--- src/verilog/rsc_pkg.sv ---
// Shared constants for the RF source command parser: UART timing, register
// map, reset settings, ASCII codes, command names and parser states.
// Assumes a single 100 MHz clock feeding every module that imports it.
`default_nettype none
package rsc_pkg;
  // Clock and serial rate; the bit period rounds to the nearest cycle
  localparam int unsigned CLK_HZ   = 100_000_000;
  localparam int unsigned BAUD     = 115_200;
  localparam int unsigned BIT_CYC  = (CLK_HZ + BAUD / 2) / BAUD;
  localparam int unsigned HALF_CYC = BIT_CYC / 2;
  localparam int unsigned CNT_W    = $clog2(BIT_CYC);
  // Register byte offsets on the AHB-Lite port
  localparam logic [7:0] A_CTRL  = 8'h00;
  localparam logic [7:0] A_STAT  = 8'h04;
  localparam logic [7:0] A_FREQ  = 8'h08;
  localparam logic [7:0] A_POWER = 8'h0C;
  localparam logic [7:0] A_ATTEN = 8'h10;
  localparam logic [7:0] A_COUNT = 8'h14;
  // Status field positions
  localparam int unsigned ST_SRC  = 0;
  localparam int unsigned ST_OSC  = 1;
  localparam int unsigned ST_EN   = 2;
  localparam int unsigned ST_FFWD = 3;
  localparam int unsigned ST_BUSY = 4;
  // Values after reset: 2450 MHz, 31.75 dB in quarter-dB steps
  localparam logic        RST_CTRL  = 1'b1;
  localparam logic [11:0] RST_FREQ  = 12'h992;
  localparam logic [6:0]  RST_ATT   = 7'h7F;
  localparam logic [7:0]  RST_POWER = 8'h00;
  // Argument limits
  localparam logic [31:0] FREQ_MIN = 32'h0000_0960;
  localparam logic [31:0] FREQ_MAX = 32'h0000_09C4;
  localparam logic [31:0] ATT_MAX  = 32'h0000_007F;
  localparam logic [31:0] FLAG_MAX = 32'h0000_0001;
  // Field length limits
  localparam logic [2:0] NAME_MAX = 3'h4;
  localparam logic [1:0] CHAN_MAX = 2'h3;
  localparam logic [3:0] ARG_MAX  = 4'h9;
  // ASCII codes
  localparam logic [7:0] CH_DOLLAR = 8'h24;
  localparam logic [7:0] CH_COMMA  = 8'h2C;
  localparam logic [7:0] CH_LF     = 8'h0A;
  localparam logic [7:0] CH_CR     = 8'h0D;
  localparam logic [7:0] CH_SP     = 8'h20;
  localparam logic [7:0] CH_O      = 8'h4F;
  localparam logic [7:0] CH_K      = 8'h4B;
  // Command names, letters packed right-aligned
  localparam logic [31:0] NM_FREQ = 32'h0046_4353;
  localparam logic [31:0] NM_PWR  = 32'h5057_5253;
  localparam logic [31:0] NM_EN   = 32'h0045_4353;
  localparam logic [31:0] NM_SRC  = 32'h5246_5353;
  localparam logic [31:0] NM_ATT  = 32'h0047_4353;
  // Line parser states
  typedef enum logic [2:0] {
    P_IDLE, P_NAME, P_CHAN, P_ARG, P_SKIP, P_EXEC, P_REPLY
  } rsc_pst_t;
endpackage
`default_nettype wire

--- src/verilog/rsc_parser.sv ---
// Text command interpreter for an RF source module, with AHB-Lite status.
// Assumes one 100 MHz clock, an AHB-Lite master and a host on the UART pins.
// Function
// RULE_01: UART at 115200 baud, no parity, one stop
// RULE_02: Reset: internal oscillator, off, 2450 MHz, 31.75 dB
// RULE_03: Frequency command stores frequency, replies name, channel, OK
// RULE_04: Power command stores watt setpoint, replies OK
// RULE_05: Enable command flag 1 enables, 0 disables
// RULE_06: Source command: 0 internal, 1 external input
// RULE_07: External input: oscillator off, attenuator 0 dB
// RULE_08: External selects feed-forward; internal restores gain control
// RULE_09: Every source command switches amplifier enable off
// RULE_10: Attenuation command sets attenuator level any time
// RULE_11: Host sets frequency to match external input
// RULE_12: Comma-separated line, dollar name, parsed whole first
// RULE_13: Bad name or range leaves settings unchanged
`timescale 1ns/1ps
`default_nettype none
module rsc_parser
  import rsc_pkg::*;
#(
  parameter logic [31:0] PWR_MAX_W = 32'h0000_0032, // Highest setpoint, W
  parameter int unsigned BIT_N     = BIT_CYC        // Cycles per serial bit
) (
  // Clock and reset
  input  wire logic        hclk,
  input  wire logic        hresetn,
  // AHB-Lite slave
  input  wire logic        hsel,
  input  wire logic [31:0] haddr,
  input  wire logic [1:0]  htrans,
  input  wire logic        hwrite,
  input  wire logic [2:0]  hsize,
  input  wire logic [31:0] hwdata,
  input  wire logic        hready,
  output logic [31:0]      hrdata,
  output logic             hreadyout,
  output logic             hresp,
  // Serial link to the host
  input  wire logic        uart_rxd,
  output logic             uart_txd,
  // RF path controls
  output logic             src_ext,
  output logic             osc_on,
  output logic             amp_en,
  output logic             pa_ffwd,
  output logic [6:0]       atten_qdb,
  output logic [11:0]      freq_mhz,
  output logic [7:0]       power_w
);
  // Parser registers
  rsc_pst_t    pst_r, pst_nxt;   // Line state
  logic [31:0] name_r;           // Name letters, last one lowest
  logic [2:0]  nlen_r;           // Letters held
  logic [23:0] chan_r;           // Channel digits, echoed back
  logic [1:0]  clen_r;           // Channel digits held
  logic [31:0] arg_r;            // Argument value
  logic [3:0]  adig_r;           // Argument digits held
  logic [3:0]  ridx_r;           // Reply character index
  // Settings and bus-side registers
  logic        ctrl_en_r;        // Software gate on new lines
  logic        src_ext_r, osc_on_r, amp_en_r, pa_ffwd_r;
  logic [6:0]  att_r;            // Attenuation, quarter dB
  logic [11:0] freq_r;           // Frequency, MHz
  logic [7:0]  pwr_r;            // Power setpoint, W
  logic [15:0] ok_cnt_r;         // Commands carried out
  logic [15:0] bad_cnt_r;        // Lines thrown away
  logic        wr_pend_r;        // Write data phase pending
  logic [7:0]  wa_r;             // Write address
  logic [31:0] hrdata_r;         // Read data for the data phase
  // UART byte streams
  logic [7:0]  rx_data;
  logic        rx_valid;
  logic        tx_ready;
  logic [7:0]  tx_char;

  rsc_uart #(.BIT_N(BIT_N)) u_uart (
    .hclk     (hclk),
    .hresetn  (hresetn),
    .rxd      (uart_rxd),
    .txd      (uart_txd),
    .rx_data  (rx_data),
    .rx_valid (rx_valid),
    .tx_data  (tx_char),
    .tx_valid (pst_r == P_REPLY),
    .tx_ready (tx_ready)
  );

  // Character classes
  wire logic rx_dig   = rx_data >= 8'h30 && rx_data <= 8'h39;
  wire logic rx_let   = rx_data >= 8'h41 && rx_data <= 8'h5A;
  wire logic rx_blank = rx_data == CH_CR || rx_data == CH_SP;
  wire logic in_field = pst_r inside {P_NAME, P_CHAN, P_ARG};
  wire logic take_let = pst_r == P_NAME && rx_let && nlen_r < NAME_MAX;
  wire logic take_cd  = pst_r == P_CHAN && rx_dig && clen_r < CHAN_MAX;
  wire logic take_ad  = pst_r == P_ARG && rx_dig && adig_r < ARG_MAX;
  wire logic [3:0]  rx_val = rx_data[3:0];
  wire logic [31:0] arg_x10 = {arg_r[28:0], 3'b000} + {arg_r[30:0], 1'b0};

  // Command decode with range checks [RULE_06] [RULE_13]
  wire logic is_freq = name_r == NM_FREQ;
  wire logic is_pwr  = name_r == NM_PWR;
  wire logic is_en   = name_r == NM_EN;
  wire logic is_src  = name_r == NM_SRC;
  wire logic is_att  = name_r == NM_ATT;
  wire logic in_exec = pst_r == P_EXEC;
  wire logic do_freq = in_exec && is_freq && arg_r >= FREQ_MIN
                       && arg_r <= FREQ_MAX;
  wire logic do_pwr  = in_exec && is_pwr && arg_r <= PWR_MAX_W;
  wire logic do_en   = in_exec && is_en && arg_r <= FLAG_MAX;
  wire logic do_src  = in_exec && is_src && arg_r <= FLAG_MAX;
  wire logic do_att  = in_exec && is_att && arg_r <= ATT_MAX;
  wire logic cmd_ok  = do_freq || do_pwr || do_en || do_src || do_att;
  wire logic bad_evt = (in_field && pst_nxt inside {P_IDLE, P_SKIP})
                       || (in_exec && !cmd_ok);

  // Reply layout: $ name , channel , O K CR LF [RULE_03] [RULE_12]
  wire logic [3:0] p1   = {1'b0, nlen_r} + 4'h1;
  wire logic [3:0] p2   = p1 + {2'b00, clen_r} + 4'h1;
  wire logic [3:0] tail = ridx_r - p2;
  wire logic       last = ridx_r == p2 + 4'h4;
  wire logic [1:0] nsel = 2'({1'b0, nlen_r} - ridx_r);
  wire logic [1:0] csel = 2'(p2 - 4'h1 - ridx_r);
  wire logic [7:0] name_ch = 8'(name_r >> {nsel, 3'b000});
  wire logic [7:0] chan_ch = 8'(chan_r >> {csel, 3'b000});
  wire logic [7:0] tail_ch = tail == 4'h1 ? CH_O :
                             tail == 4'h2 ? CH_K :
                             tail == 4'h3 ? CH_CR : CH_LF;
  assign tx_char = ridx_r == 4'h0 ? CH_DOLLAR :
                   ridx_r < p1    ? name_ch :
                   ridx_r == p1   ? CH_COMMA :
                   ridx_r < p2    ? chan_ch :
                   ridx_r == p2   ? CH_COMMA : tail_ch;

  // Next line state; bytes arriving during execute or reply are dropped
  always_comb begin
    pst_nxt = pst_r;
    case (pst_r)
      P_IDLE: begin
        if (rx_valid && rx_data == CH_DOLLAR && ctrl_en_r) begin
          pst_nxt = P_NAME;  // [RULE_12]
        end
      end
      P_NAME, P_CHAN, P_ARG: begin
        if (rx_valid && !rx_blank) begin
          if (rx_data == CH_LF) begin
            // Act only on a complete line [RULE_12]
            pst_nxt = (pst_r == P_ARG && adig_r != 4'h0) ? P_EXEC : P_IDLE;
          end else if (rx_data == CH_COMMA) begin
            if (pst_r == P_NAME && nlen_r != 3'h0) begin
              pst_nxt = P_CHAN;
            end else if (pst_r == P_CHAN && clen_r != 2'h0) begin
              pst_nxt = P_ARG;
            end else begin
              pst_nxt = P_SKIP;  // [RULE_13]
            end
          end else if (!(take_let || take_cd || take_ad)) begin
            pst_nxt = P_SKIP;  // [RULE_13]
          end
        end
      end
      P_SKIP: begin
        if (rx_valid && rx_data == CH_LF) begin
          pst_nxt = P_IDLE;
        end
      end
      P_EXEC: begin
        pst_nxt = cmd_ok ? P_REPLY : P_IDLE;  // [RULE_13]
      end
      P_REPLY: begin
        if (tx_ready && last) begin
          pst_nxt = P_IDLE;
        end
      end
      default: pst_nxt = P_IDLE;
    endcase
  end

  // State register
  always_ff @(posedge hclk or negedge hresetn) begin
    if (!hresetn) begin
      pst_r <= P_IDLE;
    end else begin
      pst_r <= pst_nxt;
    end
  end

  // Field collection; everything is cleared while waiting for a line
  always_ff @(posedge hclk or negedge hresetn) begin
    if (!hresetn) begin
      name_r <= 32'h0000_0000;
      nlen_r <= 3'h0;
      chan_r <= 24'h00_0000;
      clen_r <= 2'h0;
      arg_r  <= 32'h0000_0000;
      adig_r <= 4'h0;
    end else if (pst_r == P_IDLE) begin
      name_r <= 32'h0000_0000;
      nlen_r <= 3'h0;
      chan_r <= 24'h00_0000;
      clen_r <= 2'h0;
      arg_r  <= 32'h0000_0000;
      adig_r <= 4'h0;
    end else if (rx_valid && take_let) begin
      name_r <= {name_r[23:0], rx_data};
      nlen_r <= nlen_r + 3'h1;
    end else if (rx_valid && take_cd) begin
      chan_r <= {chan_r[15:0], rx_data};
      clen_r <= clen_r + 2'h1;
    end else if (rx_valid && take_ad) begin
      arg_r  <= arg_x10 + {28'h000_0000, rx_val};
      adig_r <= adig_r + 4'h1;
    end
  end

  // Reply index walks one character per accepted byte
  always_ff @(posedge hclk or negedge hresetn) begin
    if (!hresetn) begin
      ridx_r <= 4'h0;
    end else if (pst_r != P_REPLY) begin
      ridx_r <= 4'h0;
    end else if (tx_ready) begin
      ridx_r <= ridx_r + 4'h1;
    end
  end

  // RF settings; only a fully checked command touches them
  always_ff @(posedge hclk or negedge hresetn) begin
    if (!hresetn) begin
      src_ext_r <= 1'b0;       // [RULE_02]
      osc_on_r  <= 1'b0;       // [RULE_02]
      amp_en_r  <= 1'b0;       // [RULE_02]
      pa_ffwd_r <= 1'b0;
      att_r     <= RST_ATT;    // [RULE_02]
      freq_r    <= RST_FREQ;   // [RULE_02]
      pwr_r     <= RST_POWER;
    end else begin
      if (do_freq) begin
        freq_r <= arg_r[11:0];  // [RULE_03] [RULE_11]
      end
      if (do_pwr) begin
        pwr_r <= arg_r[7:0];  // [RULE_04]
      end
      if (do_en) begin
        amp_en_r <= arg_r[0];  // [RULE_05]
        // The oscillator only runs as a source, never with external input
        if (!src_ext_r) begin
          osc_on_r <= arg_r[0];
        end
      end
      if (do_src) begin
        src_ext_r <= arg_r[0];  // [RULE_06]
        pa_ffwd_r <= arg_r[0];  // [RULE_08]
        amp_en_r  <= 1'b0;      // [RULE_09]
        osc_on_r  <= 1'b0;      // [RULE_07]
        if (arg_r[0]) begin
          att_r <= 7'h00;  // [RULE_07]
        end
      end
      if (do_att) begin
        att_r <= arg_r[6:0];  // [RULE_10]
      end
    end
  end

  // Activity counters, wrapping
  always_ff @(posedge hclk or negedge hresetn) begin
    if (!hresetn) begin
      ok_cnt_r  <= 16'h0000;
      bad_cnt_r <= 16'h0000;
    end else begin
      ok_cnt_r  <= ok_cnt_r + {15'h0, cmd_ok};
      bad_cnt_r <= bad_cnt_r + {15'h0, bad_evt};
    end
  end

  // AHB-Lite: zero wait states, always OKAY, word transfers only
  wire logic ahb_go  = hsel && hready && htrans[1];
  wire logic wr_ctrl = wr_pend_r && wa_r == A_CTRL;
  // A read right behind a control write sees the new value
  wire logic ctrl_now = wr_ctrl ? hwdata[0] : ctrl_en_r;
  wire logic [31:0] stat_w = {27'h0, pst_r == P_REPLY, pa_ffwd_r,
                              amp_en_r, osc_on_r, src_ext_r};
  wire logic [31:0] rd_mux =
    haddr[7:0] == A_CTRL  ? {31'h0, ctrl_now} :
    haddr[7:0] == A_STAT  ? stat_w :
    haddr[7:0] == A_FREQ  ? {20'h0_0000, freq_r} :
    haddr[7:0] == A_POWER ? {24'h00_0000, pwr_r} :
    haddr[7:0] == A_ATTEN ? {25'h0, att_r} :
    haddr[7:0] == A_COUNT ? {bad_cnt_r, ok_cnt_r} : 32'h0000_0000;

  assign hreadyout = 1'b1;
  assign hresp     = 1'b0;
  assign hrdata    = hrdata_r;

  // Address phase capture and read data load
  always_ff @(posedge hclk or negedge hresetn) begin
    if (!hresetn) begin
      wr_pend_r <= 1'b0;
      wa_r      <= 8'h00;
      hrdata_r  <= 32'h0000_0000;
    end else begin
      wr_pend_r <= ahb_go && hwrite;
      wa_r      <= haddr[7:0];
      if (ahb_go && !hwrite) begin
        hrdata_r <= rd_mux;
      end
    end
  end

  // Control register write in the data phase
  always_ff @(posedge hclk or negedge hresetn) begin
    if (!hresetn) begin
      ctrl_en_r <= RST_CTRL;
    end else if (wr_ctrl) begin
      ctrl_en_r <= hwdata[0];
    end
  end

  assign src_ext   = src_ext_r;
  assign osc_on    = osc_on_r;
  assign amp_en    = amp_en_r;
  assign pa_ffwd   = pa_ffwd_r;
  assign atten_qdb = att_r;
  assign freq_mhz  = freq_r;
  assign power_w   = pwr_r;
endmodule // rsc_parser
`default_nettype wire

--- src/verilog/rsc_uart.sv ---
// Byte-wide UART receiver and transmitter, 8 data bits, no parity, one stop.
// Assumes the receive pin is asynchronous; it is synchronised here.
`timescale 1ns/1ps
`default_nettype none
module rsc_uart
  import rsc_pkg::*;
#(
  parameter int unsigned BIT_N = BIT_CYC  // Clock cycles per serial bit
) (
  // Clock and reset
  input  wire logic       hclk,
  input  wire logic       hresetn,
  // Serial pins
  input  wire logic       rxd,
  output logic            txd,
  // Received bytes
  output logic [7:0]      rx_data,
  output logic            rx_valid,
  // Bytes to send
  input  wire logic [7:0] tx_data,
  input  wire logic       tx_valid,
  output logic            tx_ready
);
  localparam int unsigned HALF_N = BIT_N / 2;      // Start bit mid-point
  localparam int unsigned CW     = $clog2(BIT_N);  // Bit timer width
  logic             rxd_m_r, rxd_s_r;  // Two-stage synchroniser
  logic             rx_busy_r;         // Frame in progress
  logic [CW-1:0]    rx_cnt_r;          // Cycles to next sample
  logic [3:0]       rx_bit_r;          // 0 start, 1..8 data, 9 stop
  logic [7:0]       rx_sh_r;           // Data shifter, LSB first
  logic [9:0]       tx_sh_r;           // Stop, data, start; idles high
  logic [CW-1:0]    tx_cnt_r;          // Cycles left in this bit
  logic [3:0]       tx_left_r;         // Bits left to send
  wire logic        rx_tick = rx_busy_r && rx_cnt_r == '0;
  wire logic        tx_tick = tx_left_r != 4'h0 && tx_cnt_r == '0;

  assign tx_ready = tx_left_r == 4'h0;
  assign txd      = tx_sh_r[0];
  assign rx_data  = rx_sh_r;

  // Only the second stage is looked at by the framing logic
  always_ff @(posedge hclk or negedge hresetn) begin
    if (!hresetn) begin
      rxd_m_r <= 1'b1;
      rxd_s_r <= 1'b1;
    end else begin
      rxd_m_r <= rxd;
      rxd_s_r <= rxd_m_r;
    end
  end

  // Receive: sample mid-bit; a start that is high at mid-bit is a glitch
  always_ff @(posedge hclk or negedge hresetn) begin
    if (!hresetn) begin
      rx_busy_r <= 1'b0;
      rx_cnt_r  <= '0;
      rx_bit_r  <= 4'h0;
      rx_sh_r   <= 8'h00;
      rx_valid  <= 1'b0;
    end else begin
      rx_valid <= 1'b0;
      if (!rx_busy_r) begin
        if (!rxd_s_r) begin
          rx_busy_r <= 1'b1;
          rx_cnt_r  <= CW'(HALF_N - 1);
          rx_bit_r  <= 4'h0;
        end
      end else if (!rx_tick) begin
        rx_cnt_r <= rx_cnt_r - CW'(1);
      end else begin
        rx_cnt_r <= CW'(BIT_N - 1);
        rx_bit_r <= rx_bit_r + 4'h1;
        if (rx_bit_r == 4'h0 && rxd_s_r) begin
          rx_busy_r <= 1'b0;
        end else if (rx_bit_r == 4'h9) begin
          rx_busy_r <= 1'b0;
          rx_valid  <= rxd_s_r;  // Bad stop bit drops the byte [RULE_01]
        end else if (rx_bit_r != 4'h0) begin
          rx_sh_r <= {rxd_s_r, rx_sh_r[7:1]};  // [RULE_01]
        end
      end
    end
  end

  // Transmit: ten bit periods per byte, line held high between bytes
  always_ff @(posedge hclk or negedge hresetn) begin
    if (!hresetn) begin
      tx_sh_r   <= 10'h3FF;
      tx_cnt_r  <= '0;
      tx_left_r <= 4'h0;
    end else if (tx_valid && tx_ready) begin
      tx_sh_r   <= {1'b1, tx_data, 1'b0};  // [RULE_01]
      tx_cnt_r  <= CW'(BIT_N - 1);
      tx_left_r <= 4'hA;
    end else if (tx_tick) begin
      tx_sh_r   <= {1'b1, tx_sh_r[9:1]};
      tx_cnt_r  <= CW'(BIT_N - 1);
      tx_left_r <= tx_left_r - 4'h1;
    end else if (tx_left_r != 4'h0) begin
      tx_cnt_r <= tx_cnt_r - CW'(1);
    end
  end
endmodule // rsc_uart
`default_nettype wire

--- config.mk ---
export PLATFORM = sky130hd
export DESIGN_NAME = rsc_parser
export DESIGN_NICKNAME = d
export VERILOG_FILES = /design/src/verilog/rsc_pkg.sv /design/src/verilog/rsc_parser.sv /design/src/verilog/rsc_uart.sv
export SDC_FILE = /design/constraint.sdc
export NUM_CORES = 1
export LEC_CHECK = 0
export ABC_AREA = 1
export BUFFER_PORTS_ARGS = -buffer_cell sky130_fd_sc_hd__clkbuf_2
export CAP_MARGIN = 20
export CORE_MARGIN = 4
export CORE_UTILIZATION = 55
export CTS_CLUSTER_DIAMETER = 100
export CTS_CLUSTER_SIZE = 20
export DETAILED_ROUTE_END_ITERATION = 16
export PLACE_DENSITY = 0.8
export SETUP_SLACK_MARGIN = 0.05
export SYNTH_ARGS = -nofsm -noshare
export SYNTH_HDL_FRONTEND = slang
export SYNTH_SLANG_ARGS = --single-unit
--- constraint.sdc ---
create_clock -name hclk -period 7.15 [get_ports hclk]
set_input_delay 2.145 -clock hclk [delete_from_list [all_inputs] [get_ports hclk]]
set_output_delay 2.145 -clock hclk [all_outputs]
set_load 0.01 [all_outputs]
* Yosys cells after proc, flatten, opt, wreduce, memory -nomap -nowiden *
Cells that the tools add are included.

operators by class
  $add $sub $neg = 20
  $lt $le $gt $ge = 14
  equal/unequal tests = 35
  shift operators = 2
  muxes and demuxes = 77
  bitwise logic cells = 2
  reduce and logical (&&, ||, !) cells = 84

operator list
  operator              count
  $mux 32               12
  $eq 32x23->1 const B  3
  $mux 10               8
  $mux 24               3
  $eq 32x31->1 const B  2
  $mux 4                11
  $mux 3                14
  $mux 7                6
  $logic_and 1x1->1     41
  $add 16x1->16         2
  $add 32x32->32        1
  $add 32x4->32         1
  $eq 8x4->1 const B    4
  $ge 32x12->1 const B  1
  $le 32x1->1 const B   1
  $le 32x12->1 const B  1
  $le 32x6->1 const B   1
  $le 32x7->1 const B   1
  $mux 8                4
  $shr 32x5->8          1
  $eq 8x6->1 const B    3
  $shr 24x5->8          1
  $logic_not 10->1      2
  $reduce_bool 2->1     10
  other kinds (46)      100

storage, ports and cells
  flip-flop bits (word level) = 258
  bits of input ports = 75
  output and inout bits = 66

* Longest topological paths before layout *
Gate-level depths: netlist of run 1.

  word-level depth = 16
  mapped depth = 25

* Modules after synthesis *
Synthesis of run 1 repeated with hierarchy kept, for this count alone.

unflattened totals
  cell total of the unflattened synthesis = 1881
  area total of the unflattened synthesis = 14996.9 µm²

by module, submodules not included
  module      instances  cells an instance  area an instance (µm²)  seq. area each (µm²)
  rsc_parser  1          1575               12487.0                 5221.3
  rsc_uart    1          306                2509.9                  1239.9

* Least setup slack after synthesis of run 1 *
No wires, ideal clock.

  path type = register to register
  start = register nlen_r[0]
  end = register bad_cnt_r[14]
  data arrival time = 3691 ps
  data required time = 7071 ps
  path slack = 3379 ps
  cell stages (with the launch flop) = 25
  path buffers = 0
  clock period less this slack = 3771 ps
  cell sequence = dfrtp_1 inv_1 ha_1 inv_1 fa_1 inv_1 nand3_1 nand2_1 ha_1 nor3_1 nand3_1 nand2_1 nand3_2 nor2_1 nand2_1 nand2_1 ha_1 ha_1 nand3_1 nor3_2 nand3_1 nor3_2 nand3_1 nor3_1 xor2_1

between the ends
  word-level cells in the longest chain between the ends = 14
  elaborated cells on any way between the ends = 25
  those cells by class = 5 x add/sub; 1 x order compare; 2 x eq/ne; 7 x mux; 10 x reduce/logical

RTL lines
  what                                                                 line               source
  start: declaration                                                   rsc_parser.sv:54   logic [2:0] nlen_r;
  start signal: assignment                                             rsc_parser.sv:206  nlen_r <= nlen_r + 3'h1;
  parallel branches: the longest is 8 deep, another holds $add 3x1->4  -
  $pmux 3 s5 *                                                         rsc_parser.sv:138  case (pst_r)
  $eq 3x3->1 or $logic_not 3->1 (tied branches)                        rsc_parser.sv:114  wire logic bad_evt = (in_field && pst_nxt inside {P_IDLE, P_SKIP})
  $reduce_bool 2->1 *                                                  rsc_parser.sv:114
  $logic_and 1x1->1 *                                                  rsc_parser.sv:114
  $logic_or 1x1->1 *                                                   rsc_parser.sv:115  || (in_exec && !cmd_ok);
  $add 16x1->16 *                                                      rsc_parser.sv:273  bad_cnt_r <= bad_cnt_r + {15'h0, bad_evt};
  end signal: assignment                                               rsc_parser.sv:273
  end: declaration                                                     rsc_parser.sv:67   logic [15:0] bad_cnt_r;

Mark *: on every way between the ends.
A chain may end at the register's enable or synchronous reset.

* Worst setup path after layout of run 1 *
Ends and elaborated chain as after synthesis.

==> impl_metrics.yaml, run 1 <==
cells_and_area:
  final_common_cell: "nand2_1"
  final_cell_mix: "nand2_1, inv_1, dfrtp_1"
  nNetsFinal: 2099
  diodes: 0
  n_fill_cell: 2295
  drive_gt1_frac: 0.0865
  area_growth_syn_to_layout_pct: 7.59
pwr:
  p_switching_mw: 0.537
  seq_power_share: 0.594
  p_sw_frac: 0.219
  internal_power_mw: 1.92
  p_leak_nw: 7.94
  powerDensity_nw_per_um2: 154
  power_frac_comb: 0.018
  p_clk_frac: 0.388
  ir_drop_mv: 0.133
timing:
  final.setup.worst_slack_ns: 2.64
  drv_slew: 0
  rsz0062_at_grt: "false"
  fin_setup_tns_ns: 0
  slew_headroom: 0.339
  worstMarginPinSlew_ns: 0.985
  setup_viol: 0
  hold_viol: 0
  period_share: 0.631
  fin_skew_ns: 0.0270
  period_minus_slack_ns: 4.51
  max_freq_mhz: 222
floorplanning:
  core_sq_um: 26300
  dieArea_sq_um: 29700
  ios: 141
  die_w_um: 172
  dieHeight_um: 172
  placementRows: 59
  start_util: 0.564
grt:
  gr-total-overflow: 0
  grt_max_degree: 150
  antenna_found_initial: 0
  grt_pass1_vias: 12300
  grt_pass1_wl_mm: 59.9
  track_usage: 0.242
clocking:
  clkSinkCount: 257
  path_clk_slew_ns: 0.08
  h-tree-depth: 1
  postCtsSetupBuffers: 0
  root_buffer: "clkbuf_16"
  cts_buffer_depth: 3
  cts_buffers: 17
  clock_latency_ns: 0.50
  ctsResizeCount: 0
  hold_buffers: 0
  cts_tree: "done"
setup_path:
  crit_arrival_ns: 4.93
  max_stage_delay_ns: 0.43
  critical_path_class: "flop to flop"
  cp_max_fo: 5
  cp-start-kind: "flop"
  critPathSlowestCell: "fa_1"
  crit_path_frequent_cell: "nand3_1"
  path_delay_family: "simple AND/OR/NAND/NOR gates"
  cp_num_buf_inv: 3
  critPathCaptureType: "flop"
  cp_cell_sequence: "inv_1, ha_1, inv_1, fa_1, inv_1, nand3_1, nand2_1, ha_1, nor3_1, nand3_1, nand2_1, nand3_2, nor2_1, nand2_1, nand2_1, ha_1, ha_1, nand3_1, nor3_2, nand3_1, nor3_2, nand3_1, nor3_1, xor2_1"
  required_ns: 7.56
routing:
  antenna_left: 0
  routed_wl_mm: 35.5
  drc: 0
  vias_per_cell: 5.64
  drt_iter0_drc: 903
  routedWlPerCell_um: 15.6
  firstDrtPassIters: 6
  vias: 12900
synth:
  syn_inst: 1871
  ys_seq_elements: 257
  postSynthAreaPerCell_sq_um: 7.93
  yosysUniqueCellTypes: 56
  seq_area_frac_synth: 0.436
  yosys_warnings: 0
  syn-num-nets: 2038
  synth_area_sq_um: 14800
  async_flop_share: 1.00
  synth_edf_count: 0
  ys.flop_type: "dfrtp_1"
place:
  dp_slack_ns: 2.72
  portBuffers: 79
  post-dp-hpwl_mm: 26.6
  gp_congestion: 0.931
run_status:
  status: "finished, final reports clean"
worst_hold_path:
  hp-class: "flop to flop"
run:
  cap_viol_max_count: 0
==> flip-flops by register name, summed over array words and instances (netlist names), 9 cells and up <==
name and count:
u_uart.rx_cnt_r 10, hrdata 32, name_r 32, u_uart.tx_cnt_r 10, bad_cnt_r 16, arg_r 32, freq_mhz 12, chan_r 24
ok_cnt_r 16, u_uart.tx_sh_r 9
==> worst paths after layout <==
kind / end / slack (ns) / start / depth (start not counted)
worst max-delay path: bad_cnt_r[14] / 2.64 / nlen_r[0] / 24
worst min-delay path: u_uart.rxd_s_r / 0.36 / u_uart.rxd_m_r / 0
worst max register to register: bad_cnt_r[14] / 2.64 / nlen_r[0] / 24
worst min register to register: u_uart.rxd_s_r / 0.36 / u_uart.rxd_m_r / 0
max in group asynchronous: name_r[10] / 4.23 / hresetn / 2
min in group asynchronous: ok_cnt_r[15] / 1.67 / hresetn / 1
==> metal layers <==
metal	global-route usage	share of wire
met4	0.0680	0.026
met3	0.0283	0.052
met1	0.333	0.45
met5	0	0
met2	0.407	0.47
==> cells in the mapped netlist, types with 8 or more instances <==
library cell | n | area, sq um
a21oi_1 | 64 | 320
buf_2 | 13 | 65.1
clkbuf_1 | 16 | 60.1
dfrtp_1 | 233 | 5830
dfstp_2 | 24 | 631
ha_1 | 88 | 1100
inv_1 | 256 | 961
inv_2 | 9 | 33.8
nand2_1 | 412 | 1550
nand3_1 | 129 | 646
nand3b_1 | 8 | 60.1
nand4_1 | 24 | 150
nor2_1 | 185 | 694
nor3_1 | 23 | 115
o211ai_1 | 22 | 165
o21ai_0 | 156 | 781
o21bai_1 | 9 | 67.6
o22ai_1 | 45 | 282
or2_2 | 9 | 56.3
xnor2_1 | 10 | 87.6
xor2_1 | 42 | 368
==> worst register-to-register path, stage by stage, from the launching register on <==
cell	delay, ns
dfrtp_1	0.40
inv_1	0.13
ha_1	0.33
inv_1	0.09
fa_1	0.43
inv_1	0.07
nand3_1	0.09
nand2_1	0.10
ha_1	0.29
nor3_1	0.20
nand3_1	0.10
nand2_1	0.12
nand3_2	0.13
nor2_1	0.16
nand2_1	0.11
nand2_1	0.11
ha_1	0.18
ha_1	0.18
nand3_1	0.14
nor3_2	0.19
nand3_1	0.16
nor3_2	0.21
nand3_1	0.15
nor3_1	0.20
xor2_1	0.16
==> cell type report <==
cell class	count	area, sq um	share of cell area
Timing Repair Buffer	82	440	0.0276
Multi-Input combinational cell	1307	7150	0.448
Clock inverter	3	30.0	0.00188
Tap cell	335	419	0.0263
Sequential cell	257	6460	0.405
Inverter	267	1000	0.0628
Clock buffer	26	459	0.0288
==> power groups by stage <==
stage / combinational, mW / sequential [mW] / clock (mW)
after global placement: 0.0456 / 1.49 / 0
after detailed placement: 0.0462 / 1.49 / 0
final: 0.0443 / 1.46 / 0.952
after CTS: 0.0464 / 1.46 / 0.974
after floorplan: 0.00792 / 1.49 / 0
after global routing: 0.0521 / 1.46 / 1.03
==> stage by stage <==
step / std cells / utilization / area [sq um] / hold WS (ns) / total power [mW]
final: 2277 / 0.607 / 16000 / 0.358 / 2.45
after global routing: 2277 / 0.607 / 16000 / 0.364 / 2.54
after CTS: 2277 / 0.607 / 16000 / 0.359 / 2.48
after detailed placement: 2248 / 0.589 / 15500 / 0.347 / 1.53
after global placement: 2248 / 0.589 / 15500 / 0.346 / 1.53
after floorplan: 1871 / - / 14800 / 0.345 / 1.49
==> kinds of logic after synthesis <==
group,synth area share
simple gates,0.239
compound gates,0.132
buf+inv,0.0826
flops,0.436
fa+ha+maj,0.0796
xor+xnor,0.0307
other cells,0.000506
(Power assumes the default switching activity.)
==> inputs of run 2 (changes only) <==
clock period = 4.62 ns   (was 7.15 ns; I/O delays follow)
==> run 2 against run 1 <==
Against the previous run:
- power up 55%
- final cell count up 0.35%
- fmax up 4.5%
- die area unchanged
- clock-buffer cell count unchanged
- worst hold slack better by 0.00057 ns
- combinational power up 67%
==> impl_metrics.yaml, run 2 (synthesized netlist as in run 1, its figures left out) <==
cells_and_area:
  fin_cells: 2285
  diodes: 0
  final_cell_mix: "nand2_1, inv_1, dfrtp_1"
  drive_gt1_frac: 0.0949
  final_common_cell: "nand2_1"
  nNetsFinal: 2107
  utilization: 0.612
  area_growth_syn_to_layout_pct: 8.42
timing:
  worstMarginPinSlew_ns: 0.783
  setup_viol: 0
  hold_viol: 0
  fin_setup_tns_ns: 0
  drv_slew: 0
  period_share: 0.935
  slew_headroom: 0.478
  max_freq_mhz: 232
  period_minus_slack_ns: 4.32
  rsz0062_at_grt: "false"
  fin_skew_ns: 0.0107
  final.setup.worst_slack_ns: 0.301
grt:
  grt_pass1_vias: 12400
  antenna_found_initial: 0
  gr-total-overflow: 0
  grt_max_degree: 88
  track_usage: 0.244
  grt_pass1_wl_mm: 60.2
setup_path:
  critPathSlowestCell: "fa_1"
  critical_path_class: "flop to flop"
  cp_num_buf_inv: 3
  cp-start-kind: "flop"
  critPathCaptureType: "flop"
  crit_arrival_ns: 4.74
  path_delay_family: "simple AND/OR/NAND/NOR gates"
  cp_cell_sequence: "inv_1, ha_1, inv_1, fa_1, inv_1, nand3_1, nand2_1, ha_2, nor3_2, nand3_1, nand2_1, nand3_2, nor2_2, nand2_1, nand2_1, ha_1, ha_2, nand3_2, nor3_4, nand3_2, nor3_4, nand3_2, nor3_4, xor2_1"
  max_stage_delay_ns: 0.42
  r2r-end: "bad_cnt_r[14]"
  reg2reg_from: "nlen_r[1]"
  r2r_slack_ns: 0.30
  required_ns: 5.04
  reg2reg_depth: 24
  cp_max_fo: 5
floorplanning:
  dieArea_sq_um: 29700
  core_sq_um: 26300
  ios: 141
  start_util: 0.564
  placementRows: 59
  die_w_um: 172
  dieHeight_um: 172
clocking:
  root_buffer: "clkbuf_16"
  clock_latency_ns: 0.49
  h-tree-depth: 1
  clkSinkCount: 257
  cts_buffers: 17
  path_clk_slew_ns: 0.08
  cts_buffer_depth: 3
  cts_tree: "done"
place:
  post-dp-hpwl_mm: 26.8
  dp_slack_ns: 0.193
  post-place-cells: 2252
  portBuffers: 79
  gp_congestion: 0.922
run_status:
  status: "finished, final reports clean"
worst_hold_path:
  hold_path_depth: 0
  holdPathEnd: "u_uart.rxd_s_r"
  worstHoldStart: "u_uart.rxd_m_r"
  hp-class: "flop to flop"
routing:
  vias: 12800
  drt_iter0_drc: 977
  routedWlPerCell_um: 15.8
  antenna_left: 0
  drc: 0
  vias_per_cell: 5.61
  firstDrtPassIters: 6
  routed_wl_mm: 36.1
pwr:
  p_leak_nw: 8.04
  ir_drop_mv: 0.201
  powerDensity_nw_per_um2: 237
run:
  cap_viol_max_count: 0
[run 2: changes by cell type in the layout (fill, tap and decap cells not counted), sizes merged]
cell,change
clkinv,-1
buf,+8
inv,+1
[run 2: area by class of cell]
type | count | area (sq um)
clock buffer | 26 | 459
clock inverter | 3 | 28.8
fill | 2288 | 10200
inverter | 267 | 1000
multi-input combinational | 1307 | 7200
sequential | 257 | 6460
tap | 335 | 419
timing repair buffer | 90 | 513
[run 2: how the worst max path moves through the flow]
stage               startpoint       endpoint  cells after the start
detailed placement   nlen_r[0]  bad_cnt_r[14]                     24
global placement     nlen_r[0]  bad_cnt_r[14]                     24
floorplan            nlen_r[0]  bad_cnt_r[14]                     24
global route         nlen_r[0]  bad_cnt_r[14]                     24
CTS                  nlen_r[0]  bad_cnt_r[14]                     24
finish               nlen_r[1]  bad_cnt_r[14]                     24
[run 2: power by group]
group / leakage, nW / switching, mW / internal, mW
Clock: 0.235 / 0.782 / 0.702
Combinational: 4.34 / 0.0607 / 0.0131
Sequential: 3.47 / 0.00185 / 2.25
Total: 8.04 / 0.844 / 2.97
[run 2: what timing repair did]
item / 4_1_cts / 5_1_grt
buffers inserted: 0 / 4
setup endpoints to repair: 0 / 4
hold buffers: 0 / 0
gates resized for setup: 0 / 12
[run 2: per-layer routing]
| metal | up-vias | wire (um) | track usage |
|---|---|---|---|
| met5 | - | 0 | 0 |
| met4 | 0 | 1040 | 0.0718 |
| met3 | 74 | 1770 | 0.0286 |
| met2 | 355 | 16900 | 0.407 |
| met1 | 6118 | 16400 | 0.338 |
| li1 | 6269 | - | - |
[run 2: through the flow]
stage	power (mW)	hold slack [ns]	instance area, sq um
3_3_place_gp	2.37	0.346	15500
2_1_floorplan	2.31	0.345	14800
4_1_cts	3.85	0.361	16000
6_report	3.81	0.359	16100
3_5_place_dp	2.38	0.349	15500
5_1_grt	3.95	0.364	16100
